File: src/shared/cbtd_pkg.sv
// constants and types for the compact branch and trap decoder
package cbtd_pkg;
    localparam int ADDR_W = 32;
    localparam logic [31:0] PREFETCH_BYTES = 32'h0000_0004;
    localparam logic [31:0] HALF_BYTES = 32'h0000_0002;
    localparam logic [31:0] TRAP_VECTOR = 32'h0000_0008;
    localparam logic [31:0] PC_RESET = 32'h0000_0000;
    localparam logic [31:0] LINK_RESET = 32'h0000_0000;
    localparam logic [4:0] MODE_SUPERVISOR = 5'h13;
    localparam logic [4:0] MODE_RESET = 5'h13;
    localparam logic [31:0] STATUS_RESET = 32'h0000_00d3;
    // instruction field positions
    localparam int COND_LSB = 8;
    localparam int H_BIT = 11;
    localparam int SHIFT_HIGH = 12;
    // major opcode values of the top bits
    localparam logic [3:0] OP_COND = 4'hd;
    localparam logic [4:0] OP_UNCOND = 5'h1c;
    localparam logic [3:0] OP_LONG = 4'hf;
    // condition codes
    localparam logic [3:0] CC_EQ = 4'h0;
    localparam logic [3:0] CC_NE = 4'h1;
    localparam logic [3:0] CC_CS = 4'h2;
    localparam logic [3:0] CC_CC = 4'h3;
    localparam logic [3:0] CC_MI = 4'h4;
    localparam logic [3:0] CC_PL = 4'h5;
    localparam logic [3:0] CC_VS = 4'h6;
    localparam logic [3:0] CC_VC = 4'h7;
    localparam logic [3:0] CC_HI = 4'h8;
    localparam logic [3:0] CC_LS = 4'h9;
    localparam logic [3:0] CC_GE = 4'ha;
    localparam logic [3:0] CC_LT = 4'hb;
    localparam logic [3:0] CC_GT = 4'hc;
    localparam logic [3:0] CC_LE = 4'hd;
    localparam logic [3:0] CC_UNDEF = 4'he;
    localparam logic [3:0] CC_TRAP = 4'hf;
    // status bit positions: n z c v at 31..28, state at 5, mode 4..0
    localparam int ST_N = 31;
    localparam int ST_Z = 30;
    localparam int ST_C = 29;
    localparam int ST_V = 28;
    localparam int ST_T = 5;
    typedef enum logic [2:0] {
        CBTD_NONE = 3'b000,
        CBTD_COND = 3'b001,
        CBTD_TRAP = 3'b010,
        CBTD_UNCOND = 3'b011,
        CBTD_LONG_HI = 3'b100,
        CBTD_LONG_LO = 3'b101,
        CBTD_UNDEF = 3'b110
    } cbtd_kind_t;
endpackage

File: src/hdl/cbtd_cond_eval.sv
// condition code evaluator for conditional branches
`timescale 1ns/1ns
module cbtd_cond_eval
    import cbtd_pkg::*;
(
    input wire logic [3:0] cond,
    input wire logic flagN,
    input wire logic flagZ,
    input wire logic flagC,
    input wire logic flagV,
    output logic pass
);
    always_comb begin
        unique case (cond)
            CC_EQ: pass = flagZ;
            CC_NE: pass = !flagZ;
            CC_CS: pass = flagC;
            CC_CC: pass = !flagC;
            CC_MI: pass = flagN;
            CC_PL: pass = !flagN;
            CC_VS: pass = flagV;
            CC_VC: pass = !flagV;
            CC_HI: pass = flagC && !flagZ;
            CC_LS: pass = !flagC || flagZ;
            CC_GE: pass = flagN == flagV;
            CC_LT: pass = flagN != flagV;
            CC_GT: pass = !flagZ && (flagN == flagV);
            CC_LE: pass = flagZ || (flagN != flagV);
            // undefined and trap codes never branch here
            CC_UNDEF: pass = 1'b0;
            CC_TRAP: pass = 1'b0;
        endcase
    end
endmodule

File: src/hdl/cbtd_decoder.sv
// branch and trap decode and execute for compressed instructions
`timescale 1ns/1ns
// Contract
// - targets use pc already four bytes ahead
// - 0000 z set, 0001 z clear
// - 0010 c set, 0011 c clear
// - 0100 n set, 0101 n clear
// - 0110 v set, 0111 v clear
// - 1000 c and not z; 1001 inverse
// - 1010 n equals v; 1011 differs
// - 1100 gt, 1101 le
// - conditional offset shifted left by one
// - condition 1111 is the software trap
// - trap saves link, status, vectors to supervisor
// - trap comment field ignored by hardware
// - unconditional offset eleven bits, shifted one
// - long first half: link gets pc plus high
module cbtd_decoder
    import cbtd_pkg::*;
(
    input wire logic mclk,
    input wire logic rst_b,
    input wire logic instrValid,
    input wire logic [15:0] instrHalf,
    input wire logic [31:0] instrAddr,
    input wire logic [31:0] statusIn,
    output logic isBranchKind,
    output logic [31:0] pcOut,
    output logic pcLoad,
    output logic [31:0] linkOut,
    output logic linkLoad,
    output logic [31:0] savedStatusOut,
    output logic savedStatusLoad,
    output logic [4:0] modeOut,
    output logic wideState,
    output logic undefTrap
);
    // ********************************
    // decode
    // ********************************
    cbtd_kind_t kind;
    logic [3:0] cond;
    logic condPass;
    logic [31:0] pcAhead;
    logic [31:0] nextHalf;
    logic [31:0] condOff;
    logic [31:0] uncondOff;
    logic [31:0] highOff;
    logic [31:0] lowOff;
    logic [31:0] linkReturn;
    logic [31:0] link_reg;
    logic [31:0] pc_reg;
    logic pcLoad_reg;
    logic linkLoad_reg;
    logic [31:0] savedStatus_reg;
    logic savedLoad_reg;
    logic [4:0] mode_reg;
    logic wide_reg;
    logic undef_reg;

    assign cond = instrHalf[COND_LSB +: 4];
    assign isBranchKind = instrValid && (kind != CBTD_NONE);

    always_comb begin
        kind = CBTD_NONE;
        if (instrHalf[15:12] == OP_COND) begin
            if (cond == CC_TRAP) begin
                kind = CBTD_TRAP;
            end else if (cond == CC_UNDEF) begin
                kind = CBTD_UNDEF;
            end else begin
                kind = CBTD_COND;
            end
        end else if (instrHalf[15:11] == OP_UNCOND) begin
            kind = CBTD_UNCOND;
        end else if (instrHalf[15:12] == OP_LONG) begin
            kind = instrHalf[H_BIT] ? CBTD_LONG_LO : CBTD_LONG_HI;
        end
    end

    cbtd_cond_eval condEval (
        .cond(cond),
        .flagN(statusIn[ST_N]),
        .flagZ(statusIn[ST_Z]),
        .flagC(statusIn[ST_C]),
        .flagV(statusIn[ST_V]),
        .pass(condPass)
    );

    // ********************************
    // instruction fields
    // ********************************
    // one slice point per field so every offset sees the same bits
    logic [7:0] condBranchOffsetField;
    logic [10:0] longOffsetField;
    assign condBranchOffsetField = instrHalf[7:0];
    assign longOffsetField = instrHalf[10:0];

    // ********************************
    // address arithmetic
    // ********************************
    assign pcAhead = instrAddr + PREFETCH_BYTES;
    assign nextHalf = instrAddr + HALF_BYTES;
    // sign extend, then shift
    assign condOff = {{23{condBranchOffsetField[7]}},
        condBranchOffsetField, 1'b0};
    assign uncondOff = {{20{longOffsetField[10]}},
        longOffsetField, 1'b0};
    assign highOff = {{9{longOffsetField[10]}},
        longOffsetField, 12'h000};
    // low half unsigned: the high half already carries the sign
    assign lowOff = {20'h00000, longOffsetField, 1'b0};
    // bit 0 set marks a return into the compressed state
    assign linkReturn = {nextHalf[31:1], 1'b1};

    // ********************************
    // program counter
    // ********************************
    always_ff @(posedge mclk) begin
        if (!rst_b) begin
            pc_reg <= PC_RESET;
            pcLoad_reg <= 1'b0;
        end else begin
            pcLoad_reg <= 1'b0;
            if (instrValid) begin
                unique case (kind)
                    CBTD_COND: begin
                        // fail falls through by leaving pc to fetch
                        pcLoad_reg <= condPass;
                        pc_reg <= pcAhead + condOff;
                    end
                    CBTD_TRAP: begin
                        pcLoad_reg <= 1'b1;
                        pc_reg <= TRAP_VECTOR;
                    end
                    CBTD_UNCOND: begin
                        pcLoad_reg <= 1'b1;
                        pc_reg <= pcAhead + uncondOff;
                    end
                    CBTD_LONG_LO: begin
                        pcLoad_reg <= 1'b1;
                        pc_reg <= link_reg + lowOff;
                    end
                    CBTD_LONG_HI, CBTD_UNDEF, CBTD_NONE: begin
                        // first half only writes link; fetch moves on
                        pcLoad_reg <= 1'b0;
                    end
                endcase
            end
        end
    end

    // ********************************
    // link register
    // ********************************
    // link held here so a second half sees the first half's sum
    always_ff @(posedge mclk) begin
        if (!rst_b) begin
            link_reg <= LINK_RESET;
            linkLoad_reg <= 1'b0;
        end else begin
            linkLoad_reg <= 1'b0;
            if (instrValid) begin
                if (kind == CBTD_TRAP) begin
                    link_reg <= nextHalf;
                    linkLoad_reg <= 1'b1;
                end else if (kind == CBTD_LONG_HI) begin
                    link_reg <= pcAhead + highOff;
                    linkLoad_reg <= 1'b1;
                end else if (kind == CBTD_LONG_LO) begin
                    link_reg <= linkReturn;
                    linkLoad_reg <= 1'b1;
                end
            end
        end
    end

    // ********************************
    // status and mode
    // ********************************
    // comment field bits 7..0 reach no logic for the trap
    always_ff @(posedge mclk) begin
        if (!rst_b) begin
            savedStatus_reg <= STATUS_RESET;
            savedLoad_reg <= 1'b0;
            mode_reg <= MODE_RESET;
            wide_reg <= 1'b1;
        end else begin
            savedLoad_reg <= 1'b0;
            if (instrValid && kind == CBTD_TRAP) begin
                savedStatus_reg <= statusIn;
                savedLoad_reg <= 1'b1;
                mode_reg <= MODE_SUPERVISOR;
                wide_reg <= 1'b1;
            end else begin
                mode_reg <= statusIn[4:0];
                wide_reg <= !statusIn[ST_T];
            end
        end
    end

    always_ff @(posedge mclk) begin
        if (!rst_b) begin
            undef_reg <= 1'b0;
        end else begin
            undef_reg <= instrValid && (kind == CBTD_UNDEF);
        end
    end

    assign pcOut = pc_reg;
    assign pcLoad = pcLoad_reg;
    assign linkOut = link_reg;
    assign linkLoad = linkLoad_reg;
    assign savedStatusOut = savedStatus_reg;
    assign savedStatusLoad = savedLoad_reg;
    assign modeOut = mode_reg;
    assign wideState = wide_reg;
    assign undefTrap = undef_reg;
endmodule

File: config.mk
export PLATFORM = sky130hd
export DESIGN_NAME = cbtd_decoder
export DESIGN_NICKNAME = d
export VERILOG_FILES = /design/src/shared/cbtd_pkg.sv /design/src/hdl/cbtd_cond_eval.sv /design/src/hdl/cbtd_decoder.sv
export SDC_FILE = /design/constraint.sdc
export NUM_CORES = 1
export LEC_CHECK = 0
export ABC_AREA = 1
export ABC_CLOCK_PERIOD_IN_PS = 9300
export BUFFER_PORTS_ARGS = -buffer_cell sky130_fd_sc_hd__buf_2
export CAP_MARGIN = 15
export CORE_ASPECT_RATIO = 0.75
export CORE_MARGIN = 8
export CORE_UTILIZATION = 55
export DETAILED_ROUTE_END_ITERATION = 12
export PLACE_DENSITY = 0.8
export SLEW_MARGIN = 20
export SYNTH_ARGS = -nofsm -noshare
export SYNTH_HDL_FRONTEND = slang
export SYNTH_SLANG_ARGS = --single-unit
File: constraint.sdc
create_clock -name mclk -period 9.3 [get_ports mclk]
set_input_delay 1.86 -clock mclk [delete_from_list [all_inputs] [get_ports mclk]]
set_output_delay 1.86 -clock mclk [all_outputs]
set_load 0.05 [all_outputs]
Word-level counts from Yosys, hierarchy flattened. Cells that the tools add are included. Widths: inputs -> output; s select.

Add/subtract/negate cells: 6. Bitwise operators: 1. Equality and inequality tests: 26. Multiplexer cells: 16. Reduce and logical (&&, ||, !) cells: 24.

Operators with widths (count): $pmux 32 s4 (1); $add 32x32->32 (3); $mux 32 (3); $eq 4x4->1 const B (10); $add 32x12->32 (1); $add 32x2->32 const B (1); $add 32x3->32 const B (1); $eq 4x3->1 const B (4); $mux 3 (5); $pmux 1 s15 (1); $eq 3x3->1 const B (3); $eq 4x2->1 const B (2); $eq 3x2->1 const B (2); $reduce_and 2->1 (3); $reduce_bool 3->1 (2); $reduce_or 3->1 (2); $eq 5x5->1 const B (1); $logic_and 1x1->1 (5); $logic_not 1->1 (5); $mux 1 (5); $eq 4x1->1 const B (1); $logic_not 4->1 (1); $reduce_bool 4->1 (1); $reduce_or 2->1 (2); other kinds (7) (8).

Word-level logic and storage cells: 82. Register bits after elaboration: 106. Input port bits: 83. Output and inout bits: 107.

Depth between registers and ports, before layout.
Depth in word-level cells: 8. Depth in mapped cells: 25. Depth with buffers taken out: 25.

Hierarchy. A second synthesis with hierarchy kept.

Cells, all modules: 1482. Area, all modules: 9435.3 sq um.

Modules (own cells, without submodules): cbtd_decoder (cells an instance 1434, instances 1, area each 9221.3 sq um, sequential area each 2122.0 sq um); cbtd_cond_eval (cells an instance 48, instances 1, area each 214.0 sq um, sequential area each 0.0 sq um).

Least setup slack after synthesis. No wires, ideal clock.

Path kind: input port to output port. Start point: in instrHalf[12]. End point: out isBranchKind. Buffers on the path: 0. Path slack: 4142 ps. Required time: 7440 ps. Arrival: 3298 ps. Stages: 10. Cell sequence: inv_1 -> nor2_1 -> inv_1 -> nor2_1 -> nand2_1 -> nor2_1 -> inv_1 -> nand2_1 -> inv_1 -> a21oi_1.

Longest elaborated chain between the ends: 6. Elaborated cells between the ends (all ways): 8. Those cells by class: eq/ne (3); mux (3); reduce/logical (2).

Ends and longest elaborated chain: start, declared (RTL line cbtd_decoder.sv:24) `input wire logic [15:0] instrHalf,`; $eq 4x4->1 (RTL line cbtd_decoder.sv:76) `end else if (instrHalf[15:12] == OP_LONG) begin`; $mux 3 (RTL line cbtd_decoder.sv:76); $mux 3 (RTL line cbtd_decoder.sv:74) `end else if (instrHalf[15:11] == OP_UNCOND) begin`; $mux 3 (*) (RTL line cbtd_decoder.sv:66) `if (instrHalf[15:12] == OP_COND) begin`; $reduce_bool 3->1 (*) (RTL line cbtd_decoder.sv:62) `assign isBranchKind = instrValid && (kind != CBTD_NONE);`; $logic_and 1x1->1 (*) (RTL line cbtd_decoder.sv:62); end, declared (RTL line cbtd_decoder.sv:27) `output logic isBranchKind,`.

Every way passes the cells marked *; elsewhere a longest branch is shown, timed or not.

Final worst setup path.
Start point: in instrAddr[3]. End point: reg link_reg[27], in the netlist linkOut[27].

Longest elaborated chain between the ends: 4. Elaborated cells between the ends (all ways): 6. Those cells by class: add/sub (3); mux (3).

Ends and longest elaborated chain: start, declared (RTL line cbtd_decoder.sv:25) `input wire logic [31:0] instrAddr,`; $add 32x3->32 or $add 32x2->32 (tied branches) (RTL line cbtd_decoder.sv:102, cbtd_decoder.sv:103); $add 32x32->32 or $mux 32 (tied branches) (RTL line cbtd_decoder.sv:168, cbtd_decoder.sv:170); $mux 32 (RTL line cbtd_decoder.sv:167) `end else if (kind == CBTD_LONG_HI) begin`; $mux 32 (*) (RTL line cbtd_decoder.sv:164) `if (kind == CBTD_TRAP) begin`; end signal, assigned (RTL line cbtd_decoder.sv:165) `link_reg <= nextHalf;`; end signal, assigned (RTL line cbtd_decoder.sv:168) `link_reg <= pcAhead + highOff;`; end signal, assigned (RTL line cbtd_decoder.sv:171) `link_reg <= linkReturn;`; end, declared (RTL line cbtd_decoder.sv:51) `logic [31:0] link_reg;`.

Every way passes the cells marked *; elsewhere a longest branch is shown, timed or not. The select of a mux whose other input is x is not followed. A chain may end at the register's enable or synchronous reset.

==> impl_metrics.xml <==
<?xml version="1.0" encoding="UTF-8"?>
<metrics>
  <group name="clock_network">
    <metric name="cts-buffers-inserted" unit="">9</metric>
    <metric name="clock_path_buffers" unit="">2</metric>
    <metric name="cts.hold.buffers_added" unit="">0</metric>
    <metric name="clock_tree_from_tritoncts" unit="">yes</metric>
    <metric name="cts_resized" unit="">0</metric>
    <metric name="post-cts-setup-buffer-count" unit="">0</metric>
    <metric name="clk_latency" unit="ns">0.36</metric>
    <metric name="clk_pin_slew_worst_paths" unit="ns">0.08</metric>
    <metric name="clock_sinks" unit="">106</metric>
    <metric name="number_of_h_tree_levels" unit="">3</metric>
    <metric name="cts.root.buffer_cell" unit="">sky130_fd_sc_hd__clkbuf_16</metric>
  </group>
  <group name="logic_synthesis">
    <metric name="async_sr_flop_fraction" unit="%">0</metric>
    <metric name="yosysWarnings" unit="">0</metric>
    <metric name="yosys.cell_count.top_type" unit="">sky130_fd_sc_hd__nand2_1</metric>
    <metric name="synth_top_cells_by_area" unit="">sky130_fd_sc_hd__dfxtp_1 22%, sky130_fd_sc_hd__nand2_1 12%, sky130_fd_sc_hd__ha_1 7.3%</metric>
    <metric name="syn-cell-area" unit="um^2">9560</metric>
    <metric name="post_synth.cell_area_avg" unit="um^2">6.41</metric>
    <metric name="synth_edf_count" unit="">0</metric>
    <metric name="synth.lib_cells_used.distinct" unit="">53</metric>
    <metric name="yosysTopAreaCell" unit="">sky130_fd_sc_hd__dfxtp_1</metric>
    <metric name="seq_total_area_yosys" unit="%">22.2</metric>
    <metric name="post-synth-top-area-fraction" unit="%">22.2</metric>
    <metric name="post_synth_top_flop" unit="">sky130_fd_sc_hd__dfxtp_1</metric>
    <metric name="netlist_instances" unit="">1492</metric>
    <metric name="yosys-top-cells-count" unit="">312 x sky130_fd_sc_hd__nand2_1, 181 x sky130_fd_sc_hd__inv_1, 122 x sky130_fd_sc_hd__a21oi_1, 118 x sky130_fd_sc_hd__nand3_1, 115 x sky130_fd_sc_hd__o21ai_0</metric>
    <metric name="synth.net_count" unit="">1634</metric>
    <metric name="yosys_register_bits" unit="">106</metric>
  </group>
  <group name="sta">
    <metric name="final-setup-viol-count" unit="">0</metric>
    <metric name="post-route-min-period" unit="ns">5.39</metric>
    <metric name="worst-slew-pin-transition" unit="ns">1.09</metric>
    <metric name="worst_clock_skew" unit="ns">0.0100</metric>
    <metric name="setup_repair_after_global_routing_missed_its_margin" unit="">false</metric>
    <metric name="achievable-frequency" unit="GHz">0.186</metric>
    <metric name="holdWs" unit="ns">0.470</metric>
    <metric name="finalMaxSlewViolations" unit="">0</metric>
    <metric name="hold_violations" unit="">0</metric>
    <metric name="post-route-period-util" unit="%">57.9</metric>
    <metric name="postLayoutSetupSlackWorst" unit="ns">3.91</metric>
    <metric name="fin_setup_tns" unit="ns">0</metric>
    <metric name="timing.slew.headroom" unit="%">27.2</metric>
  </group>
  <group name="global_routing">
    <metric name="gr-usage-all-layers" unit="%">33.6</metric>
    <metric name="global_route.overflow_total" unit="">0</metric>
    <metric name="grt_start_max_net_pins" unit="">57</metric>
    <metric name="via_count_of_the_first_global_routing_pass" unit="">10503</metric>
    <metric name="first_pass_grt_wire_length" unit="mm">57.7</metric>
    <metric name="antenna_found_initial" unit="">0</metric>
  </group>
  <group name="setup_path">
    <metric name="critical_path.reg2reg.startpoint" unit="">linkOut[1]</metric>
    <metric name="worstSetupStartpoint" unit="">instrAddr[3]</metric>
    <metric name="slowest_cell_on_the_critical_path" unit="">sky130_fd_sc_hd__nor4_1</metric>
    <metric name="endpoint_kind" unit="">flip-flop</metric>
    <metric name="crit_arrival" unit="ns">5.64</metric>
    <metric name="timing.critical_path.slowest_cell_delay" unit="ns">0.57</metric>
    <metric name="crit_start_category" unit="">primary input</metric>
    <metric name="crit_fanout" unit="">6</metric>
    <metric name="timing.critical_path.required" unit="ns">9.56</metric>
    <metric name="path_delay_family" unit="">compound AO/OA/AOI/OAI gates</metric>
    <metric name="criticalPathCategory" unit="">in -&gt; reg</metric>
    <metric name="path_cells" unit="">buf_2 -&gt; ha_1 -&gt; nand3_2 -&gt; nor2_4 -&gt; inv_1 -&gt; nor4_1 -&gt; xor2_1 -&gt; ha_1 -&gt; a21oi_1 -&gt; o21ai_0 -&gt; nand2_1 -&gt; o211ai_1 -&gt; a21oi_1 -&gt; inv_1 -&gt; a21oi_1 -&gt; nand2_1 -&gt; nand3_1 -&gt; o21ai_0 -&gt; o21ai_0 -&gt; inv_1</metric>
    <metric name="cp.buffers_inverters" unit="">4</metric>
  </group>
  <group name="die">
    <metric name="floorplan.die_area" unit="um^2">21900</metric>
    <metric name="io_pins" unit="">190</metric>
    <metric name="fp.dieW" unit="um">168</metric>
    <metric name="floorplan.initialDensity" unit="%">56.5</metric>
    <metric name="core_area" unit="um^2">16900</metric>
    <metric name="floorplan.rows" unit="">41</metric>
    <metric name="overall_die_height" unit="um">130</metric>
  </group>
  <group name="finish">
    <metric name="proportion_of_layout_cells_with_a_drive_suffix_above_1" unit="%">19.7</metric>
    <metric name="layout-area-overhead-vs-synth" unit="%">14.5</metric>
    <metric name="layout.core_utilization" unit="%">64.7</metric>
    <metric name="diodes" unit="">0</metric>
    <metric name="layout.nets" unit="">1803</metric>
  </group>
  <group name="route">
    <metric name="drt_drc_violations_left" unit="">0</metric>
    <metric name="wirelength" unit="mm">38.2</metric>
    <metric name="dr_total_vias" unit="">11252</metric>
    <metric name="drt-pass1-iter-count" unit="">6</metric>
    <metric name="routed_via_density" unit="">5.98</metric>
    <metric name="routedWlPerCell" unit="um">20.3</metric>
    <metric name="antenna_left" unit="">0</metric>
    <metric name="dr.first_iter.drc_count" unit="">1736</metric>
  </group>
  <group name="outcome">
    <metric name="outcome" unit="">complete, no violations</metric>
  </group>
  <group name="power_and_ir_drop">
    <metric name="switchingPower" unit="mW">0.500</metric>
    <metric name="power.combinational.fraction" unit="%">32.7</metric>
    <metric name="internal-power" unit="mW">0.784</metric>
    <metric name="clock_power_share" unit="%">30.3</metric>
    <metric name="power_switching_share" unit="%">38.9</metric>
    <metric name="power.density" unit="nW/um^2">117</metric>
    <metric name="power.share.sequential" unit="%">37.0</metric>
    <metric name="leakagePower" unit="nW">5.32</metric>
    <metric name="fin_total_pwr" unit="mW">1.28</metric>
    <metric name="max-vdd-ir-drop" unit="uV">80.5</metric>
  </group>
  <group name="worst_hold_path">
    <metric name="hold_path_startpoint" unit="">savedStatusOut[28]</metric>
    <metric name="timing.hold.worst.class" unit="">reg -&gt; reg</metric>
  </group>
  <group name="placed_design">
    <metric name="finalWeightedCongestion" unit="">1.00</metric>
    <metric name="io_buffers" unit="">189</metric>
    <metric name="place_ws" unit="ns">3.72</metric>
    <metric name="dpl.hpwl" unit="mm">31.0</metric>
  </group>
  <group name="run">
    <metric name="maxCapViolCount" unit="">0</metric>
  </group>
</metrics>
[layout by cell type, fill, tap and decap left out, drive strengths merged, types with 39 or more instances in the layout]
cell,n
a21oi,127
buf,196
dfxtp,106
ha,56
inv,196
nand2,351
nand3,131
nor2,137
o21ai,121
xor2,39
[worst min-delay path: cells and delay by family (launching register included)]
kind	cells	cell delay, ns
AND/OR/NAND/NOR	1	0.05
flip-flops	1	0.33
AO/OA/AOI/OAI	1	0.06
[layer usage]
metal  wire [um]  GRT usage, %  share of wire [%]  vias to the layer above
li1            -             -                  -                     5338
met1       16400          45.1                 43                     5187
met2       16200          51.1                 42                      646
met3        4520          9.69                 12                       81
met4        1020          11.1                2.7                        0
met5           0             0                  0                        -
[power by group through the flow]
stage / clock [mW] / sequential, mW / combinational [mW]
2_1_floorplan: 0 / 0.521 / 0.252
3_3_place_gp: 0 / 0.484 / 0.405
3_5_place_dp: 0 / 0.485 / 0.408
4_1_cts: 0.388 / 0.474 / 0.410
5_1_grt: 0.406 / 0.475 / 0.459
6_report: 0.389 / 0.474 / 0.420
[worst paths after layout]
kind,to,slack [ns],cells past startpoint
min,savedStatusOut[28],0.47,2
min reg2reg,savedStatusOut[28],0.47,2
max reg2reg,pcOut[17],6.26,15
max,linkOut[27],3.91,20
[through the flow]
stage,cells,cell area (um^2)
6_report,1881,11000
5_1_grt,1881,11000
4_1_cts,1881,11000
3_5_place_dp,1865,10700
3_3_place_gp,1865,10700
2_1_floorplan,1492,9560
[final cells by class]
class,instances,area (um^2)
repair buffers,196,998
fillers,1613,5980
clock buffers,10,229
multi-input cells,1156,6560
clock inverters,6,56.3
flip-flops and latches,106,2120
well taps,215,269
inverters,192,721
[cell families (layout without fill, tap and decap cells)]
| family | count (synthesis) | after routing | synth area share [%] |
|---|---|---|---|
| simple gates | 695 | 695 | 34.2 |
| compound gates | 349 | 349 | 21.5 |
| buf+inv | 230 | 404 | 9.32 |
| fa+ha+maj | 59 | 59 | 7.95 |
| flops | 106 | 106 | 22.2 |
| mux | 1 | 1 | 0.105 |
| xor+xnor | 52 | 52 | 4.76 |
Power figures use the tool's default switching activity.
